===== src/core/qupf_pkg.sv =====
// Package for the quad UART pin-function select block: register map, reset values,
// field positions and the packed types that carry pad signals and the block state.
// Assumes a 32-bit classic Wishbone slave port with byte addresses.
`default_nettype none
package qupf_pkg;
  // ==========================================================================
  // Register byte offsets.
  localparam logic [7:0] OFS_DIR = 8'h00;
  localparam logic [7:0] OFS_OD = 8'h04;
  localparam logic [7:0] OFS_OUT = 8'h08;
  localparam logic [7:0] OFS_IN = 8'h0c;
  localparam logic [7:0] OFS_EVT_EN = 8'h10;
  localparam logic [7:0] OFS_INT_STS = 8'h14;
  localparam logic [7:0] OFS_INT_MASK = 8'h18;
  localparam logic [7:0] OFS_CTS = 8'h1c;
  localparam logic [7:0] OFS_TIMER_CFG_HI = 8'h20;
  localparam logic [7:0] OFS_TX_SYNC_CTL = 8'h24;
  localparam logic [7:0] OFS_CLK_SRC_SEL = 8'h28;
  localparam logic [7:0] OFS_LINE_CTL0 = 8'h2c;
  localparam logic [7:0] OFS_LINE_CTL3 = 8'h38;

  // ==========================================================================
  // Field positions.
  localparam int TIMER_ROUTE_BIT = 7;
  localparam int REFCLK_ROUTE_BIT = 7;
  localparam int CLK_TO_RTS_BIT = 7;
  localparam int RTS_ASSERT_BIT = 1;
  localparam int CTS_EVT_LSB = 16;

  // Pins that carry the timer signal or the reference clock when routed.
  localparam logic [15:0] TIMER_PINS = 16'h2222;
  localparam logic [15:0] REFCLK_PINS = 16'h1111;

  // ==========================================================================
  // Reset values.
  localparam logic [15:0] RST_DIR = 16'h0000;
  localparam logic [15:0] RST_OD = 16'h0000;
  localparam logic [15:0] RST_OUT = 16'h0000;
  localparam logic [15:0] RST_EVT_EN = 16'h0000;
  localparam logic [19:0] RST_INT = 20'h00000;
  localparam logic [7:0] RST_CFG = 8'h00;
  localparam logic [3:0] RST_SYNC_HI = 4'hf;
  localparam logic [15:0] RST_SYNC16 = 16'h0000;

  // ==========================================================================
  // Types.
  typedef struct packed {
    logic [15:0] o;
    logic [15:0] oe;
  } qupf_pad_t;

  typedef struct packed {
    logic ack;
    logic [31:0] rdata;
    logic [15:0] dir;
    logic [15:0] od;
    logic [15:0] out;
    logic [15:0] evt_en;
    logic [19:0] ists;
    logic [19:0] imask;
    logic [7:0] tmr_cfg;
    logic [7:0] txs_ctl;
    logic [7:0] clk_src;
    logic [3:0][7:0] lc;
    logic [15:0] gpio_s1;
    logic [15:0] gpio_s2;
    logic [15:0] gpio_prev;
    logic [3:0] cts_s1;
    logic [3:0] cts_s2;
    logic [3:0] cts_prev;
    logic [3:0] rx_s1;
    logic [3:0] rx_s2;
    qupf_pad_t pad;
    logic [3:0] rts_n;
    logic [3:0] tx;
  } qupf_state_t;
endpackage : qupf_pkg
`default_nettype wire


===== src/core/qupf_pin_select.sv =====
// Pin-function select for sixteen general-purpose pins and four UART pin groups.
// Assumes: pins arrive asynchronously; timer, reference clock, UART clocks and
// transmit data come from logic on clk; a classic Wishbone master drives the bus.
//
// Summary of operation
// RQ1: Each general pin is input, push-pull output, open-drain output or event source.
// RQ2: Timer route bit set puts the timer signal on pins 9 and 13.
// RQ3: Reference-clock route bit set puts the reference clock on pin 12.
// RQ4: Each request-to-send pin follows the level software sets in its line control.
// RQ5: Clock-to-RTS bit set puts the UART clock on request-to-send instead.
// RQ6: Request-to-send is active low; an asserted request drives the pin low.
// RQ7: The far side drives active-low clear-to-send, read here as send permission.
// RQ8: Each UART has its own receive input pin and transmit output pin.
// RQ9: Reference-clock route bit set also drives pins 0, 4 and 8.
// RQ10: Timer route bit set also drives pins 1 and 5.
// RQ11: With an override bit clear, pins return to their programmed function.
//
// Implementation choices: the address map and the Wishbone register port.
`default_nettype none
module qupf_pin_select (
  input wire logic clk,
  input wire logic sys_rst,
  input wire logic ce,
  input wire logic wb_cyc_i,
  input wire logic wb_stb_i,
  input wire logic wb_we_i,
  input wire logic [7:0] wb_adr_i,
  input wire logic [3:0] wb_sel_i,
  input wire logic [31:0] wb_dat_i,
  output logic [31:0] wb_dat_o,
  output logic wb_ack_o,
  output logic irq,
  input wire logic timer_sig,
  input wire logic ref_clk_sig,
  input wire logic [3:0] uart_clk_sig,
  input wire logic [3:0] uart_tx_int,
  output logic [3:0] uart_rx,
  output logic [3:0] uart_cts,
  input wire logic [15:0] gpio_i,
  output qupf_pkg::qupf_pad_t gpio_pad,
  output logic [3:0] rts_n_o,
  input wire logic [3:0] cts_n_i,
  input wire logic [3:0] rx_i,
  output logic [3:0] tx_o
);
  // ==========================================================================
  // State.
  qupf_pkg::qupf_state_t st;
  qupf_pkg::qupf_state_t next_st;
  logic wr_en;
  logic rd_en;
  logic sts_wr;

  // Byte-lane merge used by every writable register.
  function automatic logic [31:0] lane_merge(input logic [31:0] old, input logic [31:0] wdat,
                                             input logic [3:0] sel);
    logic [31:0] res;
    res = old;
    for (int b = 0; b < 4; b++) begin
      if (sel[b]) begin
        res[b*8 +: 8] = wdat[b*8 +: 8];
      end
    end
    return res;
  endfunction : lane_merge

  // ==========================================================================
  // Outputs straight from state; irq is a level while any unmasked event stands.
  assign wb_dat_o = st.rdata;
  assign wb_ack_o = st.ack;
  assign irq = |(st.ists & st.imask);
  assign uart_rx = st.rx_s2;
  assign uart_cts = ~st.cts_s2;
  assign gpio_pad = st.pad;
  assign rts_n_o = st.rts_n;
  assign tx_o = st.tx;

  // A request is served once; ack low in the cycle after it gives a clean gap.
  assign wr_en = wb_cyc_i && wb_stb_i && !st.ack && wb_we_i;
  assign rd_en = wb_cyc_i && wb_stb_i && !st.ack && !wb_we_i;
  assign sts_wr = wr_en && (wb_adr_i == qupf_pkg::OFS_INT_STS);

  // ==========================================================================
  // Next-state logic: bus slave, synchronisers, events and pin muxing.
  always_comb begin
    logic [15:0] edges;
    logic [19:0] set_ev;
    logic [19:0] clr_ev;
    logic [15:0] pad_o;
    logic [15:0] pad_oe;
    logic [31:0] rd;
    logic [31:0] mg;
    edges = '0;
    set_ev = '0;
    clr_ev = '0;
    pad_o = '0;
    pad_oe = '0;
    rd = '0;
    mg = '0;
    next_st = st;

    // Two flops on every pin input; the first stage is never looked at.
    next_st.gpio_s1 = gpio_i;
    next_st.gpio_s2 = st.gpio_s1;
    next_st.gpio_prev = st.gpio_s2;
    next_st.cts_s1 = cts_n_i; // RQ7
    next_st.cts_s2 = st.cts_s1;
    next_st.cts_prev = st.cts_s2;
    next_st.rx_s1 = rx_i; // RQ8
    next_st.rx_s2 = st.rx_s1;
    next_st.tx = uart_tx_int; // RQ8

    // Either edge on an input pin that is enabled as an event source.
    edges = (st.gpio_s2 ^ st.gpio_prev) & st.evt_en & ~st.dir; // RQ1
    set_ev = {st.cts_s2 ^ st.cts_prev, edges};

    // Register write; lanes beyond a register's width are ignored.
    next_st.ack = wb_cyc_i && wb_stb_i && !st.ack;
    if (wr_en) begin
      if (wb_adr_i == qupf_pkg::OFS_DIR) begin
        mg = lane_merge({16'h0000, st.dir}, wb_dat_i, wb_sel_i);
        next_st.dir = mg[15:0];
      end else if (wb_adr_i == qupf_pkg::OFS_OD) begin
        mg = lane_merge({16'h0000, st.od}, wb_dat_i, wb_sel_i);
        next_st.od = mg[15:0];
      end else if (wb_adr_i == qupf_pkg::OFS_OUT) begin
        mg = lane_merge({16'h0000, st.out}, wb_dat_i, wb_sel_i);
        next_st.out = mg[15:0];
      end else if (wb_adr_i == qupf_pkg::OFS_EVT_EN) begin
        mg = lane_merge({16'h0000, st.evt_en}, wb_dat_i, wb_sel_i);
        next_st.evt_en = mg[15:0];
      end else if (wb_adr_i == qupf_pkg::OFS_INT_STS) begin
        mg = lane_merge(32'h00000000, wb_dat_i, wb_sel_i);
        clr_ev = mg[19:0];
      end else if (wb_adr_i == qupf_pkg::OFS_INT_MASK) begin
        mg = lane_merge({12'h000, st.imask}, wb_dat_i, wb_sel_i);
        next_st.imask = mg[19:0];
      end else if (wb_adr_i == qupf_pkg::OFS_TIMER_CFG_HI) begin
        mg = lane_merge({24'h000000, st.tmr_cfg}, wb_dat_i, wb_sel_i);
        next_st.tmr_cfg = mg[7:0];
      end else if (wb_adr_i == qupf_pkg::OFS_TX_SYNC_CTL) begin
        mg = lane_merge({24'h000000, st.txs_ctl}, wb_dat_i, wb_sel_i);
        next_st.txs_ctl = mg[7:0];
      end else if (wb_adr_i == qupf_pkg::OFS_CLK_SRC_SEL) begin
        mg = lane_merge({24'h000000, st.clk_src}, wb_dat_i, wb_sel_i);
        next_st.clk_src = mg[7:0];
      end else if (wb_adr_i >= qupf_pkg::OFS_LINE_CTL0 && wb_adr_i <= qupf_pkg::OFS_LINE_CTL3
                   && wb_adr_i[1:0] == 2'b00) begin
        for (int u = 0; u < 4; u++) begin
          if (wb_adr_i == qupf_pkg::OFS_LINE_CTL0 + 8'(u * 4)) begin
            mg = lane_merge({24'h000000, st.lc[u]}, wb_dat_i, wb_sel_i);
            next_st.lc[u] = mg[7:0];
          end
        end
      end
    end

    // Sticky events: a new event wins over a clear in the same cycle.
    next_st.ists = (st.ists & ~clr_ev) | set_ev;

    // Register read; unmapped addresses answer with zero.
    if (wb_adr_i == qupf_pkg::OFS_DIR) begin
      rd = {16'h0000, st.dir};
    end else if (wb_adr_i == qupf_pkg::OFS_OD) begin
      rd = {16'h0000, st.od};
    end else if (wb_adr_i == qupf_pkg::OFS_OUT) begin
      rd = {16'h0000, st.out};
    end else if (wb_adr_i == qupf_pkg::OFS_IN) begin
      rd = {16'h0000, st.gpio_s2};
    end else if (wb_adr_i == qupf_pkg::OFS_EVT_EN) begin
      rd = {16'h0000, st.evt_en};
    end else if (wb_adr_i == qupf_pkg::OFS_INT_STS) begin
      rd = {12'h000, st.ists};
    end else if (wb_adr_i == qupf_pkg::OFS_INT_MASK) begin
      rd = {12'h000, st.imask};
    end else if (wb_adr_i == qupf_pkg::OFS_CTS) begin
      rd = {28'h0000000, ~st.cts_s2};
    end else if (wb_adr_i == qupf_pkg::OFS_TIMER_CFG_HI) begin
      rd = {24'h000000, st.tmr_cfg};
    end else if (wb_adr_i == qupf_pkg::OFS_TX_SYNC_CTL) begin
      rd = {24'h000000, st.txs_ctl};
    end else if (wb_adr_i == qupf_pkg::OFS_CLK_SRC_SEL) begin
      rd = {24'h000000, st.clk_src};
    end else if (wb_adr_i >= qupf_pkg::OFS_LINE_CTL0 && wb_adr_i <= qupf_pkg::OFS_LINE_CTL3
                 && wb_adr_i[1:0] == 2'b00) begin
      rd = {24'h000000, st.lc[wb_adr_i[3:2] - 2'd3]};
    end
    if (rd_en) begin
      next_st.rdata = rd;
    end

    // Programmed pin function: open drain only ever pulls low.
    for (int p = 0; p < 16; p++) begin
      if (st.dir[p] && st.od[p]) begin
        pad_o[p] = 1'b0; // RQ1
        pad_oe[p] = !st.out[p];
      end else begin
        pad_o[p] = st.out[p]; // RQ1
        pad_oe[p] = st.dir[p];
      end
    end
    // Routed signals are driven push-pull; with the bit clear the pin falls back.
    if (st.tmr_cfg[qupf_pkg::TIMER_ROUTE_BIT]) begin
      pad_o = (pad_o & ~qupf_pkg::TIMER_PINS) | ({16{timer_sig}} & qupf_pkg::TIMER_PINS); // RQ2 RQ10 RQ11
      pad_oe = pad_oe | qupf_pkg::TIMER_PINS; // RQ2 RQ10
    end
    if (st.txs_ctl[qupf_pkg::REFCLK_ROUTE_BIT]) begin
      pad_o = (pad_o & ~qupf_pkg::REFCLK_PINS) | ({16{ref_clk_sig}} & qupf_pkg::REFCLK_PINS); // RQ3 RQ9 RQ11
      pad_oe = pad_oe | qupf_pkg::REFCLK_PINS; // RQ3 RQ9
    end
    next_st.pad.o = pad_o;
    next_st.pad.oe = pad_oe;

    // Request-to-send: asserted request means a low pin, or the UART clock instead.
    for (int u = 0; u < 4; u++) begin
      if (st.clk_src[qupf_pkg::CLK_TO_RTS_BIT]) begin
        next_st.rts_n[u] = uart_clk_sig[u]; // RQ5
      end else begin
        next_st.rts_n[u] = !st.lc[u][qupf_pkg::RTS_ASSERT_BIT]; // RQ4 RQ6 RQ11
      end
    end
  end

  // ==========================================================================
  // State register; ce low freezes everything, including the bus handshake.
  always_ff @(posedge clk) begin
    if (sys_rst) begin
      st.ack <= 1'b0;
      st.rdata <= 32'h00000000;
      st.dir <= qupf_pkg::RST_DIR;
      st.od <= qupf_pkg::RST_OD;
      st.out <= qupf_pkg::RST_OUT;
      st.evt_en <= qupf_pkg::RST_EVT_EN;
      st.ists <= qupf_pkg::RST_INT;
      st.imask <= qupf_pkg::RST_INT;
      st.tmr_cfg <= qupf_pkg::RST_CFG;
      st.txs_ctl <= qupf_pkg::RST_CFG;
      st.clk_src <= qupf_pkg::RST_CFG;
      st.lc <= {4{qupf_pkg::RST_CFG}};
      st.gpio_s1 <= qupf_pkg::RST_SYNC16;
      st.gpio_s2 <= qupf_pkg::RST_SYNC16;
      st.gpio_prev <= qupf_pkg::RST_SYNC16;
      st.cts_s1 <= qupf_pkg::RST_SYNC_HI;
      st.cts_s2 <= qupf_pkg::RST_SYNC_HI;
      st.cts_prev <= qupf_pkg::RST_SYNC_HI;
      st.rx_s1 <= qupf_pkg::RST_SYNC_HI;
      st.rx_s2 <= qupf_pkg::RST_SYNC_HI;
      st.pad <= '0;
      st.rts_n <= qupf_pkg::RST_SYNC_HI;
      st.tx <= qupf_pkg::RST_SYNC_HI;
    end else if (ce) begin
      st <= next_st;
    end
  end

  // ==========================================================================
  // Checks.
  a_rts_level: assert property (@(posedge clk) disable iff (sys_rst) // RQ4
    ce && !st.clk_src[7] |=> rts_n_o[0] == !$past(st.lc[0][1]) && rts_n_o[3] == !$past(st.lc[3][1]))
    else $error("RTS pin does not follow line control level");

  a_rts_clock: assert property (@(posedge clk) disable iff (sys_rst) // RQ5
    ce && st.clk_src[7] |=> rts_n_o == $past(uart_clk_sig))
    else $error("RTS pin does not carry the UART clock");

  a_rts_active_low: assert property (@(posedge clk) disable iff (sys_rst) // RQ6
    ce && !st.clk_src[7] && st.lc[2][1] |=> !rts_n_o[2])
    else $error("Asserted request did not drive RTS low");

  a_timer_route: assert property (@(posedge clk) disable iff (sys_rst) // RQ2
    ce && st.tmr_cfg[7] |=> gpio_pad.oe[9] && gpio_pad.oe[13]
    && gpio_pad.o[9] == $past(timer_sig) && gpio_pad.o[13] == $past(timer_sig))
    else $error("Timer signal missing on pins 9 and 13");

  a_timer_extra: assert property (@(posedge clk) disable iff (sys_rst) // RQ10
    ce && st.tmr_cfg[7] |=> gpio_pad.oe[1] && gpio_pad.oe[5]
    && gpio_pad.o[1] == $past(timer_sig) && gpio_pad.o[5] == $past(timer_sig))
    else $error("Timer signal missing on pins 1 and 5");

  a_refclk_route: assert property (@(posedge clk) disable iff (sys_rst) // RQ3
    ce && st.txs_ctl[7] |=> gpio_pad.oe[12] && gpio_pad.o[12] == $past(ref_clk_sig))
    else $error("Reference clock missing on pin 12");

  a_refclk_extra: assert property (@(posedge clk) disable iff (sys_rst) // RQ9
    ce && st.txs_ctl[7] |=> gpio_pad.o[0] == $past(ref_clk_sig) && gpio_pad.o[4] == $past(ref_clk_sig)
    && gpio_pad.o[8] == $past(ref_clk_sig))
    else $error("Reference clock missing on pins 0, 4 or 8");

  a_route_release: assert property (@(posedge clk) disable iff (sys_rst) // RQ11
    ce && !st.txs_ctl[7] && !st.tmr_cfg[7] && !st.dir[12] |=> !gpio_pad.oe[12])
    else $error("Pin 12 still driven after override cleared");

  a_open_drain: assert property (@(posedge clk) disable iff (sys_rst) // RQ1
    ce && st.dir[2] && st.od[2] |=> !gpio_pad.o[2] && gpio_pad.oe[2] == !$past(st.out[2]))
    else $error("Open-drain pin driven high");

  a_event_sticky: assert property (@(posedge clk) disable iff (sys_rst) // RQ1
    ce && st.ists[2] && !sts_wr |=> st.ists[2])
    else $error("Event flag lost without a clear");

  a_rx_sync: assert property (@(posedge clk) disable iff (sys_rst) // RQ8
    ce ##1 ce |=> uart_rx == $past(rx_i, 2))
    else $error("Receive pin not passed through two flops");

  a_tx_follow: assert property (@(posedge clk) disable iff (sys_rst) // RQ8
    ce |=> tx_o == $past(uart_tx_int))
    else $error("Transmit pin does not follow UART data");

  a_ack_single: assert property (@(posedge clk) disable iff (sys_rst)
    ce && wb_cyc_i && wb_stb_i && !wb_ack_o |=> wb_ack_o ##1 (!ce || !wb_ack_o))
    else $error("Bus ack not a single cycle answer");
endmodule : qupf_pin_select
`default_nettype wire


===== config.mk =====
export PLATFORM = sky130hd
export DESIGN_NAME = qupf_pin_select
export DESIGN_NICKNAME = d
export VERILOG_FILES = /design/src/core/qupf_pkg.sv /design/src/core/qupf_pin_select.sv
export SDC_FILE = /design/constraint.sdc
export NUM_CORES = 1
export LEC_CHECK = 0
export ABC_AREA = 0
export BUFFER_PORTS_ARGS = -buffer_cell sky130_fd_sc_hd__clkbuf_2
export CORE_MARGIN = 2
export CORE_UTILIZATION = 50
export DETAILED_ROUTE_END_ITERATION = 8
export HOLD_SLACK_MARGIN = 0.02
export PLACE_DENSITY = 0.81
export SETUP_SLACK_MARGIN = 0.2
export SYNTH_ARGS = -nofsm -noshare
export SYNTH_HDL_FRONTEND = slang
export SYNTH_SLANG_ARGS = --single-unit

===== constraint.sdc =====
create_clock -name clk -period 3.3 [get_ports clk]
set_clock_uncertainty 0.15 [all_clocks]
set_input_delay 0.33 -clock clk [delete_from_list [all_inputs] [get_ports clk]]
set_output_delay 0.33 -clock clk [all_outputs]
set_load 0.05 [all_outputs]

Word-level counts from Yosys, hierarchy flattened
Cells that the tools add are included.
- equality and inequality tests: 14
- $add $sub $neg: 1
- bitwise gates (word level): 21
- multiplexer cells: 63
- reduce and logical (&&, ||, !) cells: 66
- $lt $le $gt $ge: 3
- operator list (kind ; number):
    $mux W20 ; 13
    $mux W8 ; 8
    $eq A8 B6 Y1 const B ; 7
    $reduce_and A14 Y1 ; 4
    $and A20 B20 Y20 ; 2
    $mux W1 ; 36
    $and A16 B16 Y16 ; 2
    $eq A8 B5 Y1 const B ; 4
    $mux W16 ; 2
    $reduce_and A9 Y1 ; 3
    $logic_and A1 B1 Y1 ; 22
    $logic_not A1 Y1 ; 22
    $not A20 Y20 ; 1
    $or A20 B20 Y20 ; 1
    $reduce_or A20 Y1 ; 1
    $bmux W8 S2 ; 1
    $eq A8 B4 Y1 const B ; 2
    $not A16 Y16 ; 1
    $or A16 B13 Y16 ; 1
    $or A16 B14 Y16 ; 1
    $xor A16 B16 Y16 ; 1
    $mux W14 ; 1
    $reduce_and A7 Y1 ; 2
    $mux W13 ; 1
    18 further kinds ; 29
- logic and storage cells: 201
- register bits: 301
- output and inout port bits: 82
- input bits: 84

Longest topological paths before layout
- word-level depth: 15
- depth in mapped cells: 10
- mapped depth without buffers: 7

Worst setup path after synthesis
Ideal clock, no wire load.
- path type: input to register
- from: in wb_adr_i[2]
- to: reg st[132] (netlist name)
- data required time: 3.022 ns
- buffers on the path: 2
- cell stages on the path: 8
- setup slack: 0.624 ns
- arrival: 2.399 ns
- setup time: 0.128 ns
- path through: clkbuf_1 > inv_1 > ha_1 > or3b_2 > clkbuf_1 > nor4_4 > mux2i_1 > nor2_1
- cells in the longest elaborated chain, start to end: 4
- ends and longest elaborated chain (what ; RTL line ; RTL):
    start: declaration ; qupf_pin_select.sv:27 ; input wire logic [7:0] wb_adr_i,
    $ge A8 B6 Y1 / $le A8 B6 Y1 (equally long branches) ; qupf_pin_select.sv:147 ; end else if (wb_adr_i >= qupf_pkg::OFS_LINE_CTL0 && wb_adr_i <= qupf_pkg::OFS_LINE_CTL3
    $logic_and A1 B1 Y1 ; qupf_pin_select.sv:147 ;
    $logic_and A1 B1 Y1 ; qupf_pin_select.sv:148 ; && wb_adr_i[1:0] == 2'b00) begin
    $reduce_and A14 Y1 (no source line) * ; -- ;
    end signal: assignment ; qupf_pin_select.sv:252 ; st <= next_st;
    end: declaration ; qupf_pin_select.sv:48 ; qupf_pkg::qupf_state_t st;
Mark *: on every way between the ends. The rest lies on a longest branch, timed or not.
A chain may end at the register's enable or synchronous reset.

Final worst setup path
- from: reg st, in the netlist wb_ack_o
- to: reg st[177] (netlist name)
- cells in the longest elaborated chain, start to end: 4
- ends and longest elaborated chain (what ; RTL line ; RTL):
    $logic_not A1 Y1 ; qupf_pin_select.sv:79 ; assign wr_en = wb_cyc_i && wb_stb_i && !st.ack && wb_we_i;
    $logic_and A1 B1 Y1 (2 in series) ; qupf_pin_select.sv:79 ;
    $reduce_and A9 Y1 (no source line) ; -- ;
No other way between the ends.

==> qor.csv <==
stage,metric,value,unit
outcome,result of the run,completed,
sta,final hold slack,0.0369,ns
sta,setup repair after global routing missed its margin,false,
sta,Fmax,338,MHz
routing,overall via count from detail_route,12500,
min_path,Hold Crit Class,in2reg,
clocking,Max Root-Sink Buffers,3,
pwr,static leakage power,6.03,nW
routing,Detailed Route WL,41.2,mm
worst_setup_path,Worst Path Max Fanout,25,
pwr,Max VDD drop,348,uV
synthesis,proportion of synthesized chip area in sequential cells,42.4,%
worst_setup_path,worst setup path category,reg2reg,
final_layout,Fill cells,2362,
sta,post-route clock period utilization,89.6,%
synthesis,Avg Inst Size Synth,8.51,um2
routing,number of antenna-violating nets in the routed design,0,
worst_setup_path,FF-to-FF End,st[177],
synthesis,cells after synthesis,1605,
clocking,clock tree from TritonCTS,yes,
final_layout,Layout area overhead,14.2,%
routing,drt via density,6.07,
worst_setup_path,critical path endpoint,st[177],
pwr,Pwr Density,485,nW/um2
placed_design,half-perimeter wire length after placement,28.2,mm
global_routing,GRT Overall Usage,27.8,%
sta,Worst slew margin,35.9,%
global_routing,antenna violations before repair,1,
synthesis,distinct cell type count after synthesis,67,
clocking,Post-CTS Repair Setup Buffers,0,
routing,DRC violations left,0,
worst_setup_path,path depth of the worst reg2reg path,7,
final_layout,fraction of final layout cells sized beyond drive strength 1,15.6,%
synthesis,post-synthesis instance area,13700,um2
clocking,CTS HTree Levels,1,
synthesis,Post-synth EDFFs,0,
routing,first-pass iteration count of the detailed router,8,
worst_setup_path,CP Launch Type,flop,
floorplan,FP Rows,60,
synthesis,primary flip-flop cell chosen by synthesis mapping,sky130_fd_sc_hd__dfxtp_1,
placed_design,last weighted congestion value of the routability-driven placer,0.971,
sta,Sum Neg Setup Slack,0,ns
sta,clock period minus worst slack,2.96,ns
clocking,sink count of the clock tree,289,
clocking,clock buffers created by TritonCTS,30,
clocking,Skew-Pair Late Insertion Delay,0.56,ns
synthesis,Synth Register Bits,289,
clocking,clock-pin slew of the registers on the worst-case setup and hold paths,0.06,ns
worst_setup_path,critical path data arrival time,3.31,ns
flow_run,total of max-cap violations,0,
floorplan,Die H,169,um
sta,number of failing hold endpoints at the final stage,0,
final_layout,Post-layout nets,1779,
global_routing,largest net degree at the start of global routing,142,
floorplan,top-level port count,166,
floorplan,area of the die,28700,um2
placed_design,Port Buffers,140,
floorplan,Die W,169,um
worst_setup_path,critical path data required time,3.66,ns
global_routing,wire length of the first global-routing pass,63.5,mm
clocking,CTS Root Cell,sky130_fd_sc_hd__clkbuf_16,
synthesis,YS warnings,0,
synthesis,async set-or-reset flop fraction in the synthesized netlist,0,%
floorplan,area of the core,26900,um2
floorplan,starting density of the core,50.8,%
global_routing,overflow left after global routing,0,
sta,setup violation total in the final timing report,0,
sta,count of pins over their slew limit,0,
routing,final routed wire length divided by cell count,20.1,um
worst_setup_path,register-to-register setup slack,0.34,ns
worst_setup_path,origin of the worst setup path,wb_ack_o,
global_routing,via count of the first global-routing pass,11500,
worst_setup_path,element type at the critical path end,flop,
sta,Slew @ Worst Pin,0.961,ns
routing,First DRT Iteration DRCs,1530,
worst_setup_path,origin of the critical flop-to-flop path,wb_ack_o,
[synth_stat cells, drive strengths merged (7+ instances only)]
master	count	area (um2)
a31oi	8	50.1
nand2	233	875
nand2b	11	68.8
nand4b	16	140
nor2	153	574
o211ai	11	82.6
buf	102	718
a21oi	150	751
a22o	11	96.3
and3	7	43.8
o21ai	107	536
nand3	27	158
nor3	34	190
inv	32	120
o22ai	7	43.8
a221oi	14	123
mux4	8	180
a211oi	9	67.6
nor3b	8	65.1
nor2b	8	50.1
a22oi	14	105
xor2	20	175
mux2i	148	1480
clkbuf	89	334
dfxtp	289	5790
[cell usage in the layout (no fill, tap or decap), types with 8 or more instances in the layout]
master	instances
sky130_fd_sc_hd__a211oi_1	9
sky130_fd_sc_hd__a21oi_1	150
sky130_fd_sc_hd__a221oi_1	14
sky130_fd_sc_hd__a22o_1	11
sky130_fd_sc_hd__a22oi_1	14
sky130_fd_sc_hd__a31oi_1	8
sky130_fd_sc_hd__buf_4	42
sky130_fd_sc_hd__clkbuf_16	31
sky130_fd_sc_hd__clkbuf_2	138
sky130_fd_sc_hd__conb_1	12
sky130_fd_sc_hd__dfxtp_1	289
sky130_fd_sc_hd__dlygate4sd3_1	51
sky130_fd_sc_hd__inv_1	31
sky130_fd_sc_hd__mux2i_1	148
sky130_fd_sc_hd__mux4_2	8
sky130_fd_sc_hd__nand2_1	233
sky130_fd_sc_hd__nand2b_1	11
sky130_fd_sc_hd__nand3_1	24
sky130_fd_sc_hd__nand4b_1	16
sky130_fd_sc_hd__nor2_1	152
sky130_fd_sc_hd__nor2b_1	8
sky130_fd_sc_hd__nor3_1	30
sky130_fd_sc_hd__o211ai_1	11
sky130_fd_sc_hd__o21ai_0	107
sky130_fd_sc_hd__xor2_1	20
[worst max-delay path, stage by stage, from the launching register on]
cell	delay, ns
sky130_fd_sc_hd__dfxtp_1	0.32
sky130_fd_sc_hd__and4b_1	0.60
sky130_fd_sc_hd__nand3_1	0.32
sky130_fd_sc_hd__buf_4	0.31
sky130_fd_sc_hd__nor2_2	0.39
sky130_fd_sc_hd__nand2_1	0.10
sky130_fd_sc_hd__a21oi_1	0.13
sky130_fd_sc_hd__dlygate4sd3_1	0.56
[cells by family after synthesis]
group | Yosys count | share of synthesized area (%)
AOI/OAI and AO/OA | 374 | 16.4
adders and majority gates | 4 | 0.366
other | 1 | 0.0275
xor gates and xnor gates | 20 | 1.28
DFF | 289 | 42.4
and+or+nand+nor | 537 | 18.8
muxes | 156 | 12.2
buffers and inverters | 224 | 8.61
[power breakdown]
part	total [mW]	switching, mW	internal (mW)
logic	0.671	0.460	0.211
clock network	3.30	1.40	1.90
registers	3.59	0.0474	3.55
total	7.56	1.91	5.65
[stage by stage]
stage	power, mW	instances	setup slack, ns	util [%]	area (um2)
6_report	7.56	2052	0.344	58.0	15600
5_1_grt	7.78	2051	0.255	58.0	15600
4_1_cts	7.57	2051	0.247	58.0	15600
3_5_place_dp	4.28	1949	0.401	52.6	14100
3_3_place_gp	4.27	1949	0.494	52.6	14100
2_1_floorplan	4.12	1616	0.624	-	13700
[layout make-up]
cell class,count,area [um2],share of cell area [%]
Sequential cell,289,5790,37.1
Timing Repair Buffer,234,1560,9.99
Clock buffer,41,863,5.53
Clock inverter,10,90.1,0.577
Multi-Input combinational cell,1103,6750,43.3
Antenna cell,1,2.50,0.0160
Inverter,33,124,0.794
Tap cell,341,427,2.73
[repair_timing]
item                                    in CTS  in global routing
hold buffers                                51                  0
endpoints found under the hold margin       94                  0
resized for setup                            0                  1
endpoints found under the setup margin       0                  1
[per-layer routing]
| metal | up-vias | wire (um) | GRT usage, % |
|---|---|---|---|
| met2 | 697 | 18200 | 43.8 |
| met3 | 150 | 4410 | 5.85 |
| met1 | 5907 | 16800 | 37.5 |
| li1 | 5697 | - | - |
| met5 | - | 17 | 0 |
| met4 | 2 | 1760 | 11.0 |
[how the worst min path moves through the flow]
stage / to / depth (start not counted) / from / slack [ns]
3_5_place_dp: gpio_pad[15] / 2 / gpio_pad[15] / 0.30
6_report: st[252] / 3 / wb_dat_i[0] / 0.04
5_1_grt: st[236] / 3 / wb_dat_i[0] / 0.04
3_3_place_gp: st[140] / 2 / st[140] / 0.29
2_1_floorplan: st[140] / 2 / st[140] / 0.28
4_1_cts: st[252] / 3 / wb_dat_i[0] / 0.03
[flip-flops by register name, indices dropped and copies added (netlist names)]
register	flops
rts_n_o	4
wb_dat_o	20
uart_rx	4
next_st	44
tx_o	4
gpio_pad	32
st	180
wb_ack_o	1
Power figures use the tool's default switching activity.
